--- config.mk ---
export PLATFORM = sky130hd
export DESIGN_NAME = idsp_regs
export DESIGN_NICKNAME = d
export VERILOG_FILES = /design/src/idsp_pkg.sv /design/src/idsp_regs.sv
export SDC_FILE = /design/constraint.sdc
export NUM_CORES = 1
export LEC_CHECK = 0
export BUFFER_PORTS_ARGS = -buffer_cell sky130_fd_sc_hd__buf_4
export CAP_MARGIN = 25
export CORE_MARGIN = 2
export CORE_UTILIZATION = 45
export DETAILED_ROUTE_END_ITERATION = 8
export PLACE_DENSITY = 0.69
export SLEW_MARGIN = 20
export SYNTH_ARGS = -nofsm -noshare
export SYNTH_HDL_FRONTEND = slang
export SYNTH_SLANG_ARGS = --single-unit
--- constraint.sdc ---
create_clock -name clk_sys -period 4.3 [get_ports clk_sys]
set_input_delay 0.43 -clock clk_sys [delete_from_list [all_inputs] [get_ports clk_sys]]
set_output_delay 0.43 -clock clk_sys [all_outputs]
set_load 0.03 [all_outputs]
--- src/idsp_pkg.sv ---
// Functional notes
// (RULE1) The value in the window mode selector picks which meaning the two shared locations take.
// (RULE2) In mode zero a write to the second shared location loads processor address bits 15 to 8.
// (RULE3) In mode zero a write to the first shared location loads processor address bits 7 to 0.
// (RULE4) In mode one a write to the first shared location loads processor data word bits 7 to 0.
// (RULE5) In mode one a write to the second shared location loads data word bits 13 to 8, fourteen bits in all.
// (RULE6) In mode two a read of the first shared location returns the processor status view, which is read only.
// (RULE7) In mode two writes to the first and second shared locations update two separate write-only control views.
// (RULE8) Loop current reads back as an unsigned eight-bit count of 1.1 mA steps, zero after reset, and is read only.
// (RULE9) Latched processor address and data bytes stay as they are across mode changes until written again.
package idsp_pkg;

    // Bus geometry: each byte register sits in the low lane of one 32-bit word
    localparam int          BUS_ADDR_W = 10;
    localparam int          BUS_DATA_W = 32;

    // Register indices; byte address is four times the index
    localparam logic [7:0]  IDX_SHARED_FIRST  = 8'he5;
    localparam logic [7:0]  IDX_SHARED_SECOND = 8'he6;
    localparam logic [7:0]  IDX_WINDOW_MODE   = 8'he8;
    localparam logic [7:0]  IDX_LINE_DETECT   = 8'heb;
    localparam logic [7:0]  IDX_RING_VAL_1    = 8'hec;
    localparam logic [7:0]  IDX_RING_VAL_2    = 8'hed;
    localparam logic [7:0]  IDX_RING_VAL_3    = 8'hee;
    localparam logic [7:0]  IDX_LINE_CFG_0    = 8'hf0;
    localparam logic [7:0]  IDX_LINE_CFG_1    = 8'hf1;
    localparam logic [7:0]  IDX_LINE_CFG_2    = 8'hf2;
    localparam logic [7:0]  IDX_LOOP_CURRENT  = 8'hf3;
    localparam logic [7:0]  IDX_LINE_CFG_4    = 8'hf4;
    localparam logic [7:0]  IDX_LINE_CFG_5    = 8'hf5;
    localparam logic [7:0]  IDX_LINE_CFG_6    = 8'hf6;
    localparam logic [7:0]  IDX_LINE_CFG_7    = 8'hf7;
    localparam logic [7:0]  IDX_LINE_CFG_8    = 8'hf8;
    localparam logic [7:0]  IDX_LINE_CFG_9    = 8'hf9;

    // Window modes
    localparam logic [7:0]  MODE_ADDRESS = 8'h00;
    localparam logic [7:0]  MODE_WORD    = 8'h01;
    localparam logic [7:0]  MODE_VIEWS   = 8'h02;

    // Reset values
    localparam logic [7:0]  RST_WINDOW_MODE = 8'h00;
    localparam logic [7:0]  RST_LINE_DETECT = 8'h00;
    localparam logic [7:0]  RST_RING_VAL_1  = 8'h88;
    localparam logic [7:0]  RST_RING_VAL_2  = 8'h19;
    localparam logic [7:0]  RST_RING_VAL_3  = 8'h16;
    localparam logic [7:0]  RST_LINE_CFG_0  = 8'h40;
    localparam logic [7:0]  RST_LINE_CFG_1  = 8'h0c;
    localparam logic [7:0]  RST_LINE_CFG_2  = 8'h00;
    localparam logic [7:0]  RST_LOOP_CURR   = 8'h00;
    localparam logic [7:0]  RST_LINE_CFG_4  = 8'h0f;
    localparam logic [7:0]  RST_LINE_CFG_5  = 8'h00;
    localparam logic [7:0]  RST_LINE_CFG_6  = 8'hf0;
    localparam logic [7:0]  RST_LINE_CFG_7  = 8'h00;
    localparam logic [7:0]  RST_LINE_CFG_8  = 8'h00;
    localparam logic [7:0]  RST_LINE_CFG_9  = 8'h20;
    localparam logic [7:0]  RST_PROC_BYTE   = 8'h00;

    // Field split of the processor data word
    localparam int          WORD_HIGH_W = 6;
    localparam int          WORD_W      = 14;

    // Latched values handed to the signal processor
    typedef struct packed {
        logic [15:0]        address;
        logic [WORD_W-1:0]  word;
        logic [7:0]         control_a;
        logic [7:0]         control_b;
    } idsp_proc_t;

    // One-cycle load strobes that go with idsp_proc_t
    typedef struct packed {
        logic               address;
        logic               word;
        logic               control_a;
        logic               control_b;
    } idsp_load_t;

    // Ring-validation and line-interface configuration
    typedef struct packed {
        logic [7:0]         line_detect;
        logic [7:0]         ring_val_1;
        logic [7:0]         ring_val_2;
        logic [7:0]         ring_val_3;
        logic [7:0]         line_cfg_0;
        logic [7:0]         line_cfg_1;
        logic [7:0]         line_cfg_2;
        logic [7:0]         line_cfg_4;
        logic [7:0]         line_cfg_5;
        logic [7:0]         line_cfg_6;
        logic [7:0]         line_cfg_7;
        logic [7:0]         line_cfg_8;
        logic [7:0]         line_cfg_9;
    } idsp_cfg_t;

endpackage

--- src/idsp_regs.sv ---
// Local design decision: the Avalon-MM register port.
`timescale 1ns/100ps

module idsp_regs
    import idsp_pkg::*;
(
    input  wire logic                    clk_sys,
    input  wire logic                    rst,
    // Avalon-MM slave
    input  wire logic [BUS_ADDR_W-1:0]   address,
    input  wire logic                    read,
    input  wire logic                    write,
    input  wire logic [BUS_DATA_W-1:0]   writedata,
    input  wire logic [3:0]              byteenable,
    output logic      [BUS_DATA_W-1:0]   readdata,
    output logic                         waitrequest,
    // Signal processor side
    input  wire logic [7:0]              proc_status_view,
    input  wire logic [7:0]              loop_current_in,
    output idsp_proc_t                   proc_out,
    output idsp_load_t                   proc_load,
    // Line interface side
    output idsp_cfg_t                    line_cfg,
    output logic      [7:0]              window_mode_reg
);

    // Index that no register owns; bit 8 set keeps it clear of every real index
    localparam logic [8:0]  NO_INDEX     = 9'h100;
    localparam logic [1:0]  LANE_ALIGNED = 2'b00;

    // Register index from a byte address; misaligned addresses map nowhere
    function automatic logic [8:0] reg_index(input logic [BUS_ADDR_W-1:0] a);
        logic [8:0] r;
        r = NO_INDEX;
        if (a[1:0] == LANE_ALIGNED)
        begin
            r = {1'b0, a[BUS_ADDR_W-1:2]};
        end
        return r;
    endfunction

    // True when the decoded index hits a given register
    function automatic logic hit(input logic [8:0] i, input logic [7:0] idx);
        return i == {1'b0, idx};
    endfunction

    // True when the selector holds a given window mode; any other value leaves the pair inert
    function automatic logic in_mode(input logic [7:0] sel, input logic [7:0] m);
        return sel == m;
    endfunction

    logic [8:0]             acc_index;
    logic                   wr_ack;
    logic                   rd_take;
    logic [7:0]             wr_byte;
    logic                   wr_first;
    logic                   wr_second;
    logic [7:0]             loop_current;
    logic [7:0]             next_rdata;

    // Decoded window meaning and request qualifiers
    logic                   mode_address;
    logic                   mode_word;
    logic                   mode_views;
    logic                   req_one;
    logic                   wr_pair;

    // A write lands only at the edge where waitrequest is seen low
    assign acc_index = reg_index(address);
    assign wr_ack    = write && !read && !waitrequest && byteenable[0];
    assign rd_take   = read && !write && waitrequest;
    assign wr_byte   = writedata[7:0];
    assign wr_first  = wr_ack && hit(acc_index, IDX_SHARED_FIRST);
    assign wr_second = wr_ack && hit(acc_index, IDX_SHARED_SECOND);
    assign wr_pair   = wr_first || wr_second;
    // A request with both strobes up is illegal and is left unanswered
    assign req_one   = read ^ write;

    // Decoded once so every latch and the read mux agree on the current window meaning
    assign mode_address = in_mode(window_mode_reg, MODE_ADDRESS); // RULE1
    assign mode_word    = in_mode(window_mode_reg, MODE_WORD); // RULE1
    assign mode_views   = in_mode(window_mode_reg, MODE_VIEWS); // RULE1

    // Bus handshake: one wait cycle, then waitrequest low for exactly one cycle.
    // The gap cycle after each answer keeps a held request from being taken twice.
    always_ff @(posedge clk_sys)
    begin
        if (rst)
        begin
            waitrequest <= 1'b1;
        end
        else if (req_one && waitrequest)
        begin
            waitrequest <= 1'b0;
        end
        else
        begin
            waitrequest <= 1'b1;
        end
    end

    // Window mode selector, fully readable and writable
    always_ff @(posedge clk_sys)
    begin
        if (rst)
        begin
            window_mode_reg <= RST_WINDOW_MODE;
        end
        else if (wr_ack && hit(acc_index, IDX_WINDOW_MODE))
        begin
            window_mode_reg <= wr_byte;
        end
    end

    // Processor address bytes; only mode zero touches them
    always_ff @(posedge clk_sys)
    begin
        if (rst)
        begin
            proc_out.address <= {RST_PROC_BYTE, RST_PROC_BYTE};
        end
        else if (mode_address) // RULE1
        begin
            if (wr_first)
            begin
                proc_out.address[7:0] <= wr_byte; // RULE3
            end
            if (wr_second)
            begin
                proc_out.address[15:8] <= wr_byte; // RULE2
            end
        end
        // Other modes leave the latched address alone RULE9
    end

    // Processor data word; the upper byte keeps only six bits
    always_ff @(posedge clk_sys)
    begin
        if (rst)
        begin
            proc_out.word <= {RST_PROC_BYTE[WORD_HIGH_W-1:0], RST_PROC_BYTE};
        end
        else if (mode_word) // RULE1
        begin
            if (wr_first)
            begin
                proc_out.word[7:0] <= wr_byte; // RULE4
            end
            if (wr_second)
            begin
                proc_out.word[WORD_W-1:8] <= wr_byte[WORD_HIGH_W-1:0]; // RULE5
            end
        end
        // Bytes survive a mode change untouched RULE9
    end

    // Control view A: write-only, and separate from the status view read at the same location
    always_ff @(posedge clk_sys)
    begin
        if (rst)
        begin
            proc_out.control_a <= RST_PROC_BYTE;
        end
        else if (mode_views && wr_first) // RULE1
        begin
            proc_out.control_a <= wr_byte; // RULE7
        end
    end

    // Control view B: behind the second location, which never reads back
    always_ff @(posedge clk_sys)
    begin
        if (rst)
        begin
            proc_out.control_b <= RST_PROC_BYTE;
        end
        else if (mode_views && wr_second) // RULE1
        begin
            proc_out.control_b <= wr_byte; // RULE7
        end
    end

    // Address and word strobes pulse on either byte of their pair, so no write order is forced
    always_ff @(posedge clk_sys)
    begin
        if (rst)
        begin
            proc_load.address <= 1'b0;
            proc_load.word    <= 1'b0;
        end
        else
        begin
            proc_load.address <= wr_pair && mode_address;
            proc_load.word    <= wr_pair && mode_word;
        end
    end

    // View strobes are one per location, since the two control views are unrelated
    always_ff @(posedge clk_sys)
    begin
        if (rst)
        begin
            proc_load.control_a <= 1'b0;
            proc_load.control_b <= 1'b0;
        end
        else
        begin
            proc_load.control_a <= wr_first && mode_views;
            proc_load.control_b <= wr_second && mode_views;
        end
    end

    // Loop current is sampled every cycle; software cannot write it
    always_ff @(posedge clk_sys)
    begin
        if (rst)
        begin
            loop_current <= RST_LOOP_CURR; // RULE8
        end
        else
        begin
            loop_current <= loop_current_in; // RULE8
        end
    end

    // Ring-validation and line-interface configuration bytes
    always_ff @(posedge clk_sys)
    begin
        if (rst)
        begin
            line_cfg.line_detect <= RST_LINE_DETECT;
            line_cfg.ring_val_1  <= RST_RING_VAL_1;
            line_cfg.ring_val_2  <= RST_RING_VAL_2;
            line_cfg.ring_val_3  <= RST_RING_VAL_3;
            line_cfg.line_cfg_0  <= RST_LINE_CFG_0;
            line_cfg.line_cfg_1  <= RST_LINE_CFG_1;
            line_cfg.line_cfg_2  <= RST_LINE_CFG_2;
            line_cfg.line_cfg_4  <= RST_LINE_CFG_4;
            line_cfg.line_cfg_5  <= RST_LINE_CFG_5;
            line_cfg.line_cfg_6  <= RST_LINE_CFG_6;
            line_cfg.line_cfg_7  <= RST_LINE_CFG_7;
            line_cfg.line_cfg_8  <= RST_LINE_CFG_8;
            line_cfg.line_cfg_9  <= RST_LINE_CFG_9;
        end
        else if (wr_ack)
        begin
            if (hit(acc_index, IDX_LINE_DETECT))
            begin
                line_cfg.line_detect <= wr_byte;
            end
            if (hit(acc_index, IDX_RING_VAL_1))
            begin
                line_cfg.ring_val_1 <= wr_byte;
            end
            if (hit(acc_index, IDX_RING_VAL_2))
            begin
                line_cfg.ring_val_2 <= wr_byte;
            end
            if (hit(acc_index, IDX_RING_VAL_3))
            begin
                line_cfg.ring_val_3 <= wr_byte;
            end
            if (hit(acc_index, IDX_LINE_CFG_0))
            begin
                line_cfg.line_cfg_0 <= wr_byte;
            end
            if (hit(acc_index, IDX_LINE_CFG_1))
            begin
                line_cfg.line_cfg_1 <= wr_byte;
            end
            if (hit(acc_index, IDX_LINE_CFG_2))
            begin
                line_cfg.line_cfg_2 <= wr_byte;
            end
            if (hit(acc_index, IDX_LINE_CFG_4))
            begin
                line_cfg.line_cfg_4 <= wr_byte;
            end
            if (hit(acc_index, IDX_LINE_CFG_5))
            begin
                line_cfg.line_cfg_5 <= wr_byte;
            end
            if (hit(acc_index, IDX_LINE_CFG_6))
            begin
                line_cfg.line_cfg_6 <= wr_byte;
            end
            if (hit(acc_index, IDX_LINE_CFG_7))
            begin
                line_cfg.line_cfg_7 <= wr_byte;
            end
            if (hit(acc_index, IDX_LINE_CFG_8))
            begin
                line_cfg.line_cfg_8 <= wr_byte;
            end
            if (hit(acc_index, IDX_LINE_CFG_9))
            begin
                line_cfg.line_cfg_9 <= wr_byte;
            end
        end
    end

    // Read mux; write-only views, unused modes and unmapped addresses read zero
    always_comb
    begin
        next_rdata = 8'h00;
        if (acc_index[8] == 1'b0)
        begin
            case (acc_index[7:0])
                IDX_SHARED_FIRST:
                begin
                    if (mode_views)
                    begin
                        next_rdata = proc_status_view; // RULE6
                    end
                end
                IDX_WINDOW_MODE:  next_rdata = window_mode_reg;
                IDX_LINE_DETECT:  next_rdata = line_cfg.line_detect;
                IDX_RING_VAL_1:   next_rdata = line_cfg.ring_val_1;
                IDX_RING_VAL_2:   next_rdata = line_cfg.ring_val_2;
                IDX_RING_VAL_3:   next_rdata = line_cfg.ring_val_3;
                IDX_LINE_CFG_0:   next_rdata = line_cfg.line_cfg_0;
                IDX_LINE_CFG_1:   next_rdata = line_cfg.line_cfg_1;
                IDX_LINE_CFG_2:   next_rdata = line_cfg.line_cfg_2;
                IDX_LOOP_CURRENT: next_rdata = loop_current; // RULE8
                IDX_LINE_CFG_4:   next_rdata = line_cfg.line_cfg_4;
                IDX_LINE_CFG_5:   next_rdata = line_cfg.line_cfg_5;
                IDX_LINE_CFG_6:   next_rdata = line_cfg.line_cfg_6;
                IDX_LINE_CFG_7:   next_rdata = line_cfg.line_cfg_7;
                IDX_LINE_CFG_8:   next_rdata = line_cfg.line_cfg_8;
                IDX_LINE_CFG_9:   next_rdata = line_cfg.line_cfg_9;
                default:          next_rdata = 8'h00;
            endcase
        end
    end

    // Read data is captured in the wait cycle so it stands while waitrequest is low
    always_ff @(posedge clk_sys)
    begin
        if (rst)
        begin
            readdata <= '0;
        end
        else if (rd_take)
        begin
            readdata <= {{(BUS_DATA_W-8){1'b0}}, next_rdata};
        end
    end

endmodule // idsp_regs

# Word level (Yosys, flattened, before mapping)
# Index checks and enable logic that the tools add are counted.
op_classes:
  n_mux: 5
  n_reduce_logical: 36
  n_eq_ne: 34
  bitwise: 1
ops:
  columns: ["operator", "n"]
  rows:
  - ["== test 9 x 8 -> 1 bit, second input constant", 16]
  - ["== test 8 bit, second input constant", 16]
  - ["case mux 8 bit (16 select lines)", 1]
  - ["AND reduction 2 bit", 17]
  - ["two-way mux 8 bit", 2]
  - ["logical AND 1 bit", 13]
  - ["two-way mux 9 bit", 1]
  - ["== test 8 x 1 -> 1 bit, second input constant", 1]
  - ["== test 8 x 2 -> 1 bit, second input constant", 1]
  - ["zero test 8 bit", 1]
  - ["zero test 1 bit", 3]
  - ["zero test 2 bit", 1]
  - ["logical OR 1 bit", 1]
  - ["two-way mux 1 bit", 1]
  - ["XOR 1 bit", 1]
totals:
  register_bits: 179
  output_inout_bits: 195

# Logic depth before layout (Yosys ltp)
depth:
  ltp_word: 7
  depth_mapped: 10
  depth_no_buf: 8

# Least setup slack after synthesis
# No wires, ideal clock.
synth_timing:
  path_kind: "input port to flip-flop"
  start: "input port address[1]"
  end: "register line_cfg[5] (netlist bit)"
  setup_slack_ns: 2.073
  setup_ns: 0.120
  arrival_ns: 2.107
  stages: 6
  n_path_buf: 2
  path_cell_list: "buf_6 -> or4b_4 -> buf_6 -> nor4_4 -> nor2b_1 -> a211o_1"
synth_via:
  elab_chain_len: 4
synth_rtl:
  columns: ["item", "line", "rtl"]
  rows:
  - ["from (decl)", "idsp_regs.sv:10", "input wire logic [BUS_ADDR_W-1:0] address,"]
  - ["zero test 2 bit", "idsp_regs.sv:35", "if (a[1:0] == LANE_ALIGNED)"]
  - ["two-way mux 9 bit", "idsp_regs.sv:35", null]
  - ["== test 9 x 8 -> 1 bit", "idsp_regs.sv:44", "return i == {1'b0, idx};"]
  - ["AND reduction 2 bit (no source line)", null, null]
  - ["to (decl)", "idsp_regs.sv:23", "output idsp_cfg_t line_cfg,"]
# No other way between the ends.
# A chain may end at the register's enable or synchronous reset.

# Final worst setup path
layout_timing:
  start: "register waitrequest"
  end: "register proc_out[33] (netlist bit)"
layout_via:
  elab_chain_len: 5
layout_rtl:
  columns: ["item", "line", "rtl"]
  rows:
  - ["from (decl)", "idsp_regs.sv:16", "output logic waitrequest,"]
  - ["from (signal assigned)", "idsp_regs.sv:90", "waitrequest <= 1'b1;"]
  - ["from (signal assigned)", "idsp_regs.sv:94", "waitrequest <= 1'b0;"]
  - ["from (signal assigned)", "idsp_regs.sv:98", "waitrequest <= 1'b1;"]
  - ["zero test 1 bit", "idsp_regs.sv:70", "assign wr_ack = write && !read && !waitrequest && byteenable[0];"]
  - ["logical AND 1 bit (2 in a row)", "idsp_regs.sv:70", null]
  - ["logical AND 1 bit", "idsp_regs.sv:73", "assign wr_first = wr_ack && hit(acc_index, IDX_SHARED_FIRST);"]
  - ["AND reduction 2 bit (no source line)", null, null]
  - ["to (decl)", "idsp_regs.sv:20", "output idsp_proc_t proc_out,"]
# No other way between the ends.

==> report_table.html <==
<table>
<tr><th>Metric</th><th>Value</th></tr>
<tr><th colspan="2">Outcome</th></tr>
<tr><td>Result of the run</td><td>complete, no violations</td></tr>
<tr><th colspan="2">Critical path</th></tr>
<tr><td>Buffers plus inverters on the worst setup path</td><td>0</td></tr>
<tr><td>Highest net fanout along the worst path</td><td>11</td></tr>
<tr><td>Delay of the slowest cell on the worst path</td><td>0.99 ns</td></tr>
<tr><td>List of cells traversed by the critical path</td><td>nor4b_4 &gt; nand2_1 &gt; or4_1 &gt; mux2i_1 &gt; nor2_1</td></tr>
<tr><td>Data required time of the critical path</td><td>4.60 ns</td></tr>
<tr><td>Arrival time at the worst endpoint</td><td>3.05 ns</td></tr>
<tr><td>Class of the most critical setup path</td><td>flop to flop</td></tr>
<tr><td>Family of cells with the greatest summed delay on the critical path</td><td>simple AND/OR/NAND/NOR gates</td></tr>
<tr><td>Startpoint Class</td><td>flop</td></tr>
<tr><td>Type of element capturing the critical path</td><td>flop</td></tr>
<tr><td>CP max stage cell</td><td>sky130_fd_sc_hd__or4_1</td></tr>
<tr><th colspan="2">Clock tree</th></tr>
<tr><td>Clock tree from TritonCTS</td><td>done</td></tr>
<tr><td>Clk buf depth</td><td>2</td></tr>
<tr><td>Buffers inserted during post-CTS setup optimization</td><td>0</td></tr>
<tr><td>Number of H-tree levels</td><td>4</td></tr>
<tr><td>Post-cts hold buffer count</td><td>0</td></tr>
<tr><td>Number of buffers created by CTS</td><td>17</td></tr>
<tr><td>Number of cells upsized or downsized after cts</td><td>0</td></tr>
<tr><td>Clock Pin Slew Worst Setup and Hold Paths</td><td>0.07 ns</td></tr>
<tr><td>Cell at the root of the clock tree</td><td>sky130_fd_sc_hd__clkbuf_16</td></tr>
<tr><td>Clock network latency to the later pin of the worst-skew pair</td><td>0.43 ns</td></tr>
<tr><td>Sinks on Clock Net</td><td>179</td></tr>
<tr><th colspan="2">Global route</th></tr>
<tr><td>Pin count of the biggest net entering global routing</td><td>62</td></tr>
<tr><td>Overall routing resource usage</td><td>28.69%</td></tr>
<tr><td>Antenna violations before repair</td><td>0</td></tr>
<tr><td>Wire length of the first global-routing pass</td><td>42460 um</td></tr>
<tr><td>Gr ovfl total</td><td>0</td></tr>
<tr><td>Vias in the first global route</td><td>6955</td></tr>
<tr><th colspan="2">Routing</th></tr>
<tr><td>First-pass detailed-route iteration total</td><td>7</td></tr>
<tr><td>Total number of vias</td><td>7402</td></tr>
<tr><td>Count of routing violations after the opening detailed-route iteration</td><td>737</td></tr>
<tr><td>Routed Antenna Nets</td><td>0</td></tr>
<tr><td>Via-per-instance ratio</td><td>5.698</td></tr>
<tr><td>Final routed wire length divided by cell count</td><td>21.56 um</td></tr>
<tr><td>Final Routed Wirelength</td><td>28000 um</td></tr>
<tr><td>Remaining DRCs</td><td>0</td></tr>
<tr><th colspan="2">Place</th></tr>
<tr><td>Estimated wirelength of the detail-placed design</td><td>19460 um</td></tr>
<tr><td>Count of input and output buffers</td><td>209</td></tr>
<tr><td>Routability cong.</td><td>0.9957</td></tr>
<tr><th colspan="2">Finish</th></tr>
<tr><td>Fill cell instance count of the final layout</td><td>1663</td></tr>
<tr><td>Top library cells by usage in the layout, fill and taps aside</td><td>218 x sky130_fd_sc_hd__buf_4, 179 x sky130_fd_sc_hd__dfxtp_1, 115 x sky130_fd_sc_hd__nor2_1, 105 x sky130_fd_sc_hd__mux2i_1, 92 x sky130_fd_sc_hd__nand2_1</td></tr>
<tr><td>Most common cell after layout, fill and taps aside</td><td>sky130_fd_sc_hd__buf_4</td></tr>
<tr><td>Proportion of layout cells with a drive suffix above 1</td><td>26.64%</td></tr>
<tr><td>Number of antenna repair diodes</td><td>0</td></tr>
<tr><td>Layout net count</td><td>1125</td></tr>
<tr><td>Registers with the most flip-flops</td><td>line_cfg x104, proc_out x46</td></tr>
<tr><td>Area growth from synthesis to final layout</td><td>25.64%</td></tr>
<tr><td>Flip-flop count of the largest register, all copies and words added</td><td>104</td></tr>
<tr><td>Register with the most flip-flops</td><td>line_cfg</td></tr>
<tr><td>Utilization after layout</td><td>57.25%</td></tr>
<tr><th colspan="2">Synthesis</th></tr>
<tr><td>FF+latch count, synth</td><td>179</td></tr>
<tr><td>Count of different cell masters after synthesis</td><td>67</td></tr>
<tr><td>Synth Area in Adders</td><td>0.3078%</td></tr>
<tr><td>Mux cell area share after synthesis</td><td>13.90%</td></tr>
<tr><td>Combinational family with the most area after synthesis</td><td>simple AND/OR/NAND/NOR gates</td></tr>
<tr><td>Xor/xnor share of the synthesized area</td><td>0.1077%</td></tr>
<tr><td>Number of warnings reported in the yosys synthesis log</td><td>0</td></tr>
<tr><td>Fraction of registers with async set or reset after synthesis</td><td>0%</td></tr>
<tr><td>Post-synthesis simple-gate area fraction</td><td>21.75%</td></tr>
<tr><td>Area leader, netlist</td><td>sky130_fd_sc_hd__dfxtp_1</td></tr>
<tr><td>Top cells by area, synth</td><td>sky130_fd_sc_hd__dfxtp_1 44%, sky130_fd_sc_hd__mux2i_1 13%, sky130_fd_sc_hd__nor2_1 5.3%</td></tr>
<tr><td>Fraction of the yosys area taken by sequential cells</td><td>44.08%</td></tr>
<tr><td>Post-Synthesis Mean Instance Area</td><td>9.124 um^2</td></tr>
<tr><td>Top cell type's share of synthesized area</td><td>44.08%</td></tr>
<tr><td>Mapped cell area</td><td>8129 um^2</td></tr>
<tr><td>Most instantiated flip-flop cell in the synthesis netlist</td><td>sky130_fd_sc_hd__dfxtp_1</td></tr>
<tr><td>Compound-gate portion of the synthesized area</td><td>13.67%</td></tr>
<tr><td>Count of flip-flops with a built-in enable after synthesis</td><td>0</td></tr>
<tr><td>Post-synthesis cell count</td><td>891</td></tr>
<tr><th colspan="2">Floorplanning</th></tr>
<tr><td>I/O pin count</td><td>261</td></tr>
<tr><td>FP Rows</td><td>49</td></tr>
<tr><td>Die Outline Area</td><td>19160 um^2</td></tr>
<tr><td>Initial Util</td><td>45.56%</td></tr>
<tr><td>Vertical die dimension</td><td>138.4 um</td></tr>
<tr><td>Area inside the core boundary</td><td>17840 um^2</td></tr>
<tr><td>X dimension of the die</td><td>138.4 um</td></tr>
<tr><th colspan="2">STA</th></tr>
<tr><td>Final period util</td><td>64.00%</td></tr>
<tr><td>Slew HR</td><td>42.96%</td></tr>
<tr><td>Slew @ Worst Pin</td><td>0.8556 ns</td></tr>
<tr><td>Max Clock Skew</td><td>0.006139 ns</td></tr>
<tr><td>Maximum clock frequency</td><td>363.4 MHz</td></tr>
<tr><td>Worst hold slack</td><td>0.2046 ns</td></tr>
<tr><td>Final total negative setup slack</td><td>0 ns</td></tr>
<tr><td>Final hold violation count</td><td>0</td></tr>
<tr><td>Max-slew violation count</td><td>0</td></tr>
<tr><td>Unrepaired setup endpoints after global routing</td><td>no</td></tr>
<tr><td>Number of setup violations in the final report</td><td>0</td></tr>
<tr><td>Clock period minus final worst setup slack</td><td>2.752 ns</td></tr>
<tr><th colspan="2">Power and ir drop</th></tr>
<tr><td>Total power after layout</td><td>3.381 mW</td></tr>
<tr><td>Power spent charging and discharging nets</td><td>0.8411 mW</td></tr>
<tr><td>Peak VDD IR</td><td>0.2965 mV</td></tr>
<tr><td>Sequential cell fraction of total power</td><td>49.2%</td></tr>
<tr><td>Combinational power share</td><td>6.3%</td></tr>
<tr><td>Net switching share of the total power</td><td>24.88%</td></tr>
<tr><td>Clock network fraction of design power</td><td>44.4%</td></tr>
<tr><td>Leak Pwr</td><td>4.125 nW</td></tr>
<tr><td>Internal Dissipation</td><td>2.540 mW</td></tr>
<tr><td>Power per standard cell area</td><td>331.0 nW/um^2</td></tr>
<tr><th colspan="2">Run</th></tr>
<tr><td>Max cap viols</td><td>0</td></tr>
<tr><th colspan="2">Worst hold path</th></tr>
<tr><td>Class of the tightest hold or removal check</td><td>input port to flop</td></tr>
</table>
cell families after synthesis:
kind of cell	count (synthesis)
and+or+nand+nor	334
muxes	112
AOI/OAI and AO/OA	166
DFF	179
xor gates and xnor gates	1
buffers and inverters	96
adders and majority gates	2
other	1
power groups by stage:
stage,registers [mW],logic [mW],clock network [mW]
after global routing,1.66,0.223,1.58
after CTS,1.66,0.209,1.52
after detailed placement,1.70,0.209,0
after floorplan,1.70,0.148,0
after global placement,1.70,0.210,0
final,1.66,0.214,1.50
through the flow:
stage	cell area (um^2)	setup WS [ns]	cells
after floorplan	8215	2.073	914
after global placement	9647	1.299	1267
after detailed placement	9647	1.253	1267
after CTS	10210	1.576	1299
after global routing	10210	1.435	1299
final	10210	1.548	1299
synth_stat cells, drive strengths merged, types with 2 or more instances:
cell type,number
a211oi,3
nand3,28
nand2,94
ha,2
and3,4
nor4,3
a32o,3
a221oi,2
or3,5
and4b,2
nand2b,3
a32oi,13
inv,2
nand4,3
nor2,121
o22ai,5
a22o,10
clkbuf,45
or2,2
o21ai,23
o221ai,3
nor3b,4
nand4b,2
a31oi,3
mux2i,105
mux2,7
a211o,16
nor4b,4
or4b,2
nor3,18
a21oi,56
dfxtp,179
nand3b,5
buf,49
nor2b,30
a22oi,19
o2bb2ai,4
worst paths after layout:
| path | from | to | slack, ns | cells past startpoint |
|---|---|---|---|---|
| max | waitrequest | proc_out[33] | 1.55 | 5 |
| min | loop_current_in[5] | loop_current[5] | 0.20 | 2 |
| max reg2reg | waitrequest | proc_out[33] | 1.55 | 5 |
| min reg2reg | line_cfg[71] | line_cfg[71] | 0.47 | 2 |
layout make-up:
type / count / area, um^2 / share of cell area [%]
Clock buffer: 23 / 498.0 / 4.876
Tap cell: 229 / 286.5 / 2.805
Multi-Input combinational cell: 639 / 4133 / 40.46
Clock inverter: 9 / 68.82 / 0.6738
Inverter: 2 / 7.507 / 0.07350
Timing Repair Buffer: 218 / 1637 / 16.02
Sequential cell: 179 / 3583 / 35.09
layer usage:
metal / up-vias / GRT usage, % / wire, um
met5: - / 0 / 0
met4: 0 / 10.04 / 710
met3: 47 / 6.200 / 2396
met2: 362 / 44.06 / 12680
met1: 3572 / 40.05 / 12220
li1: 3421 / - / -
(Power assumes the default switching activity.)
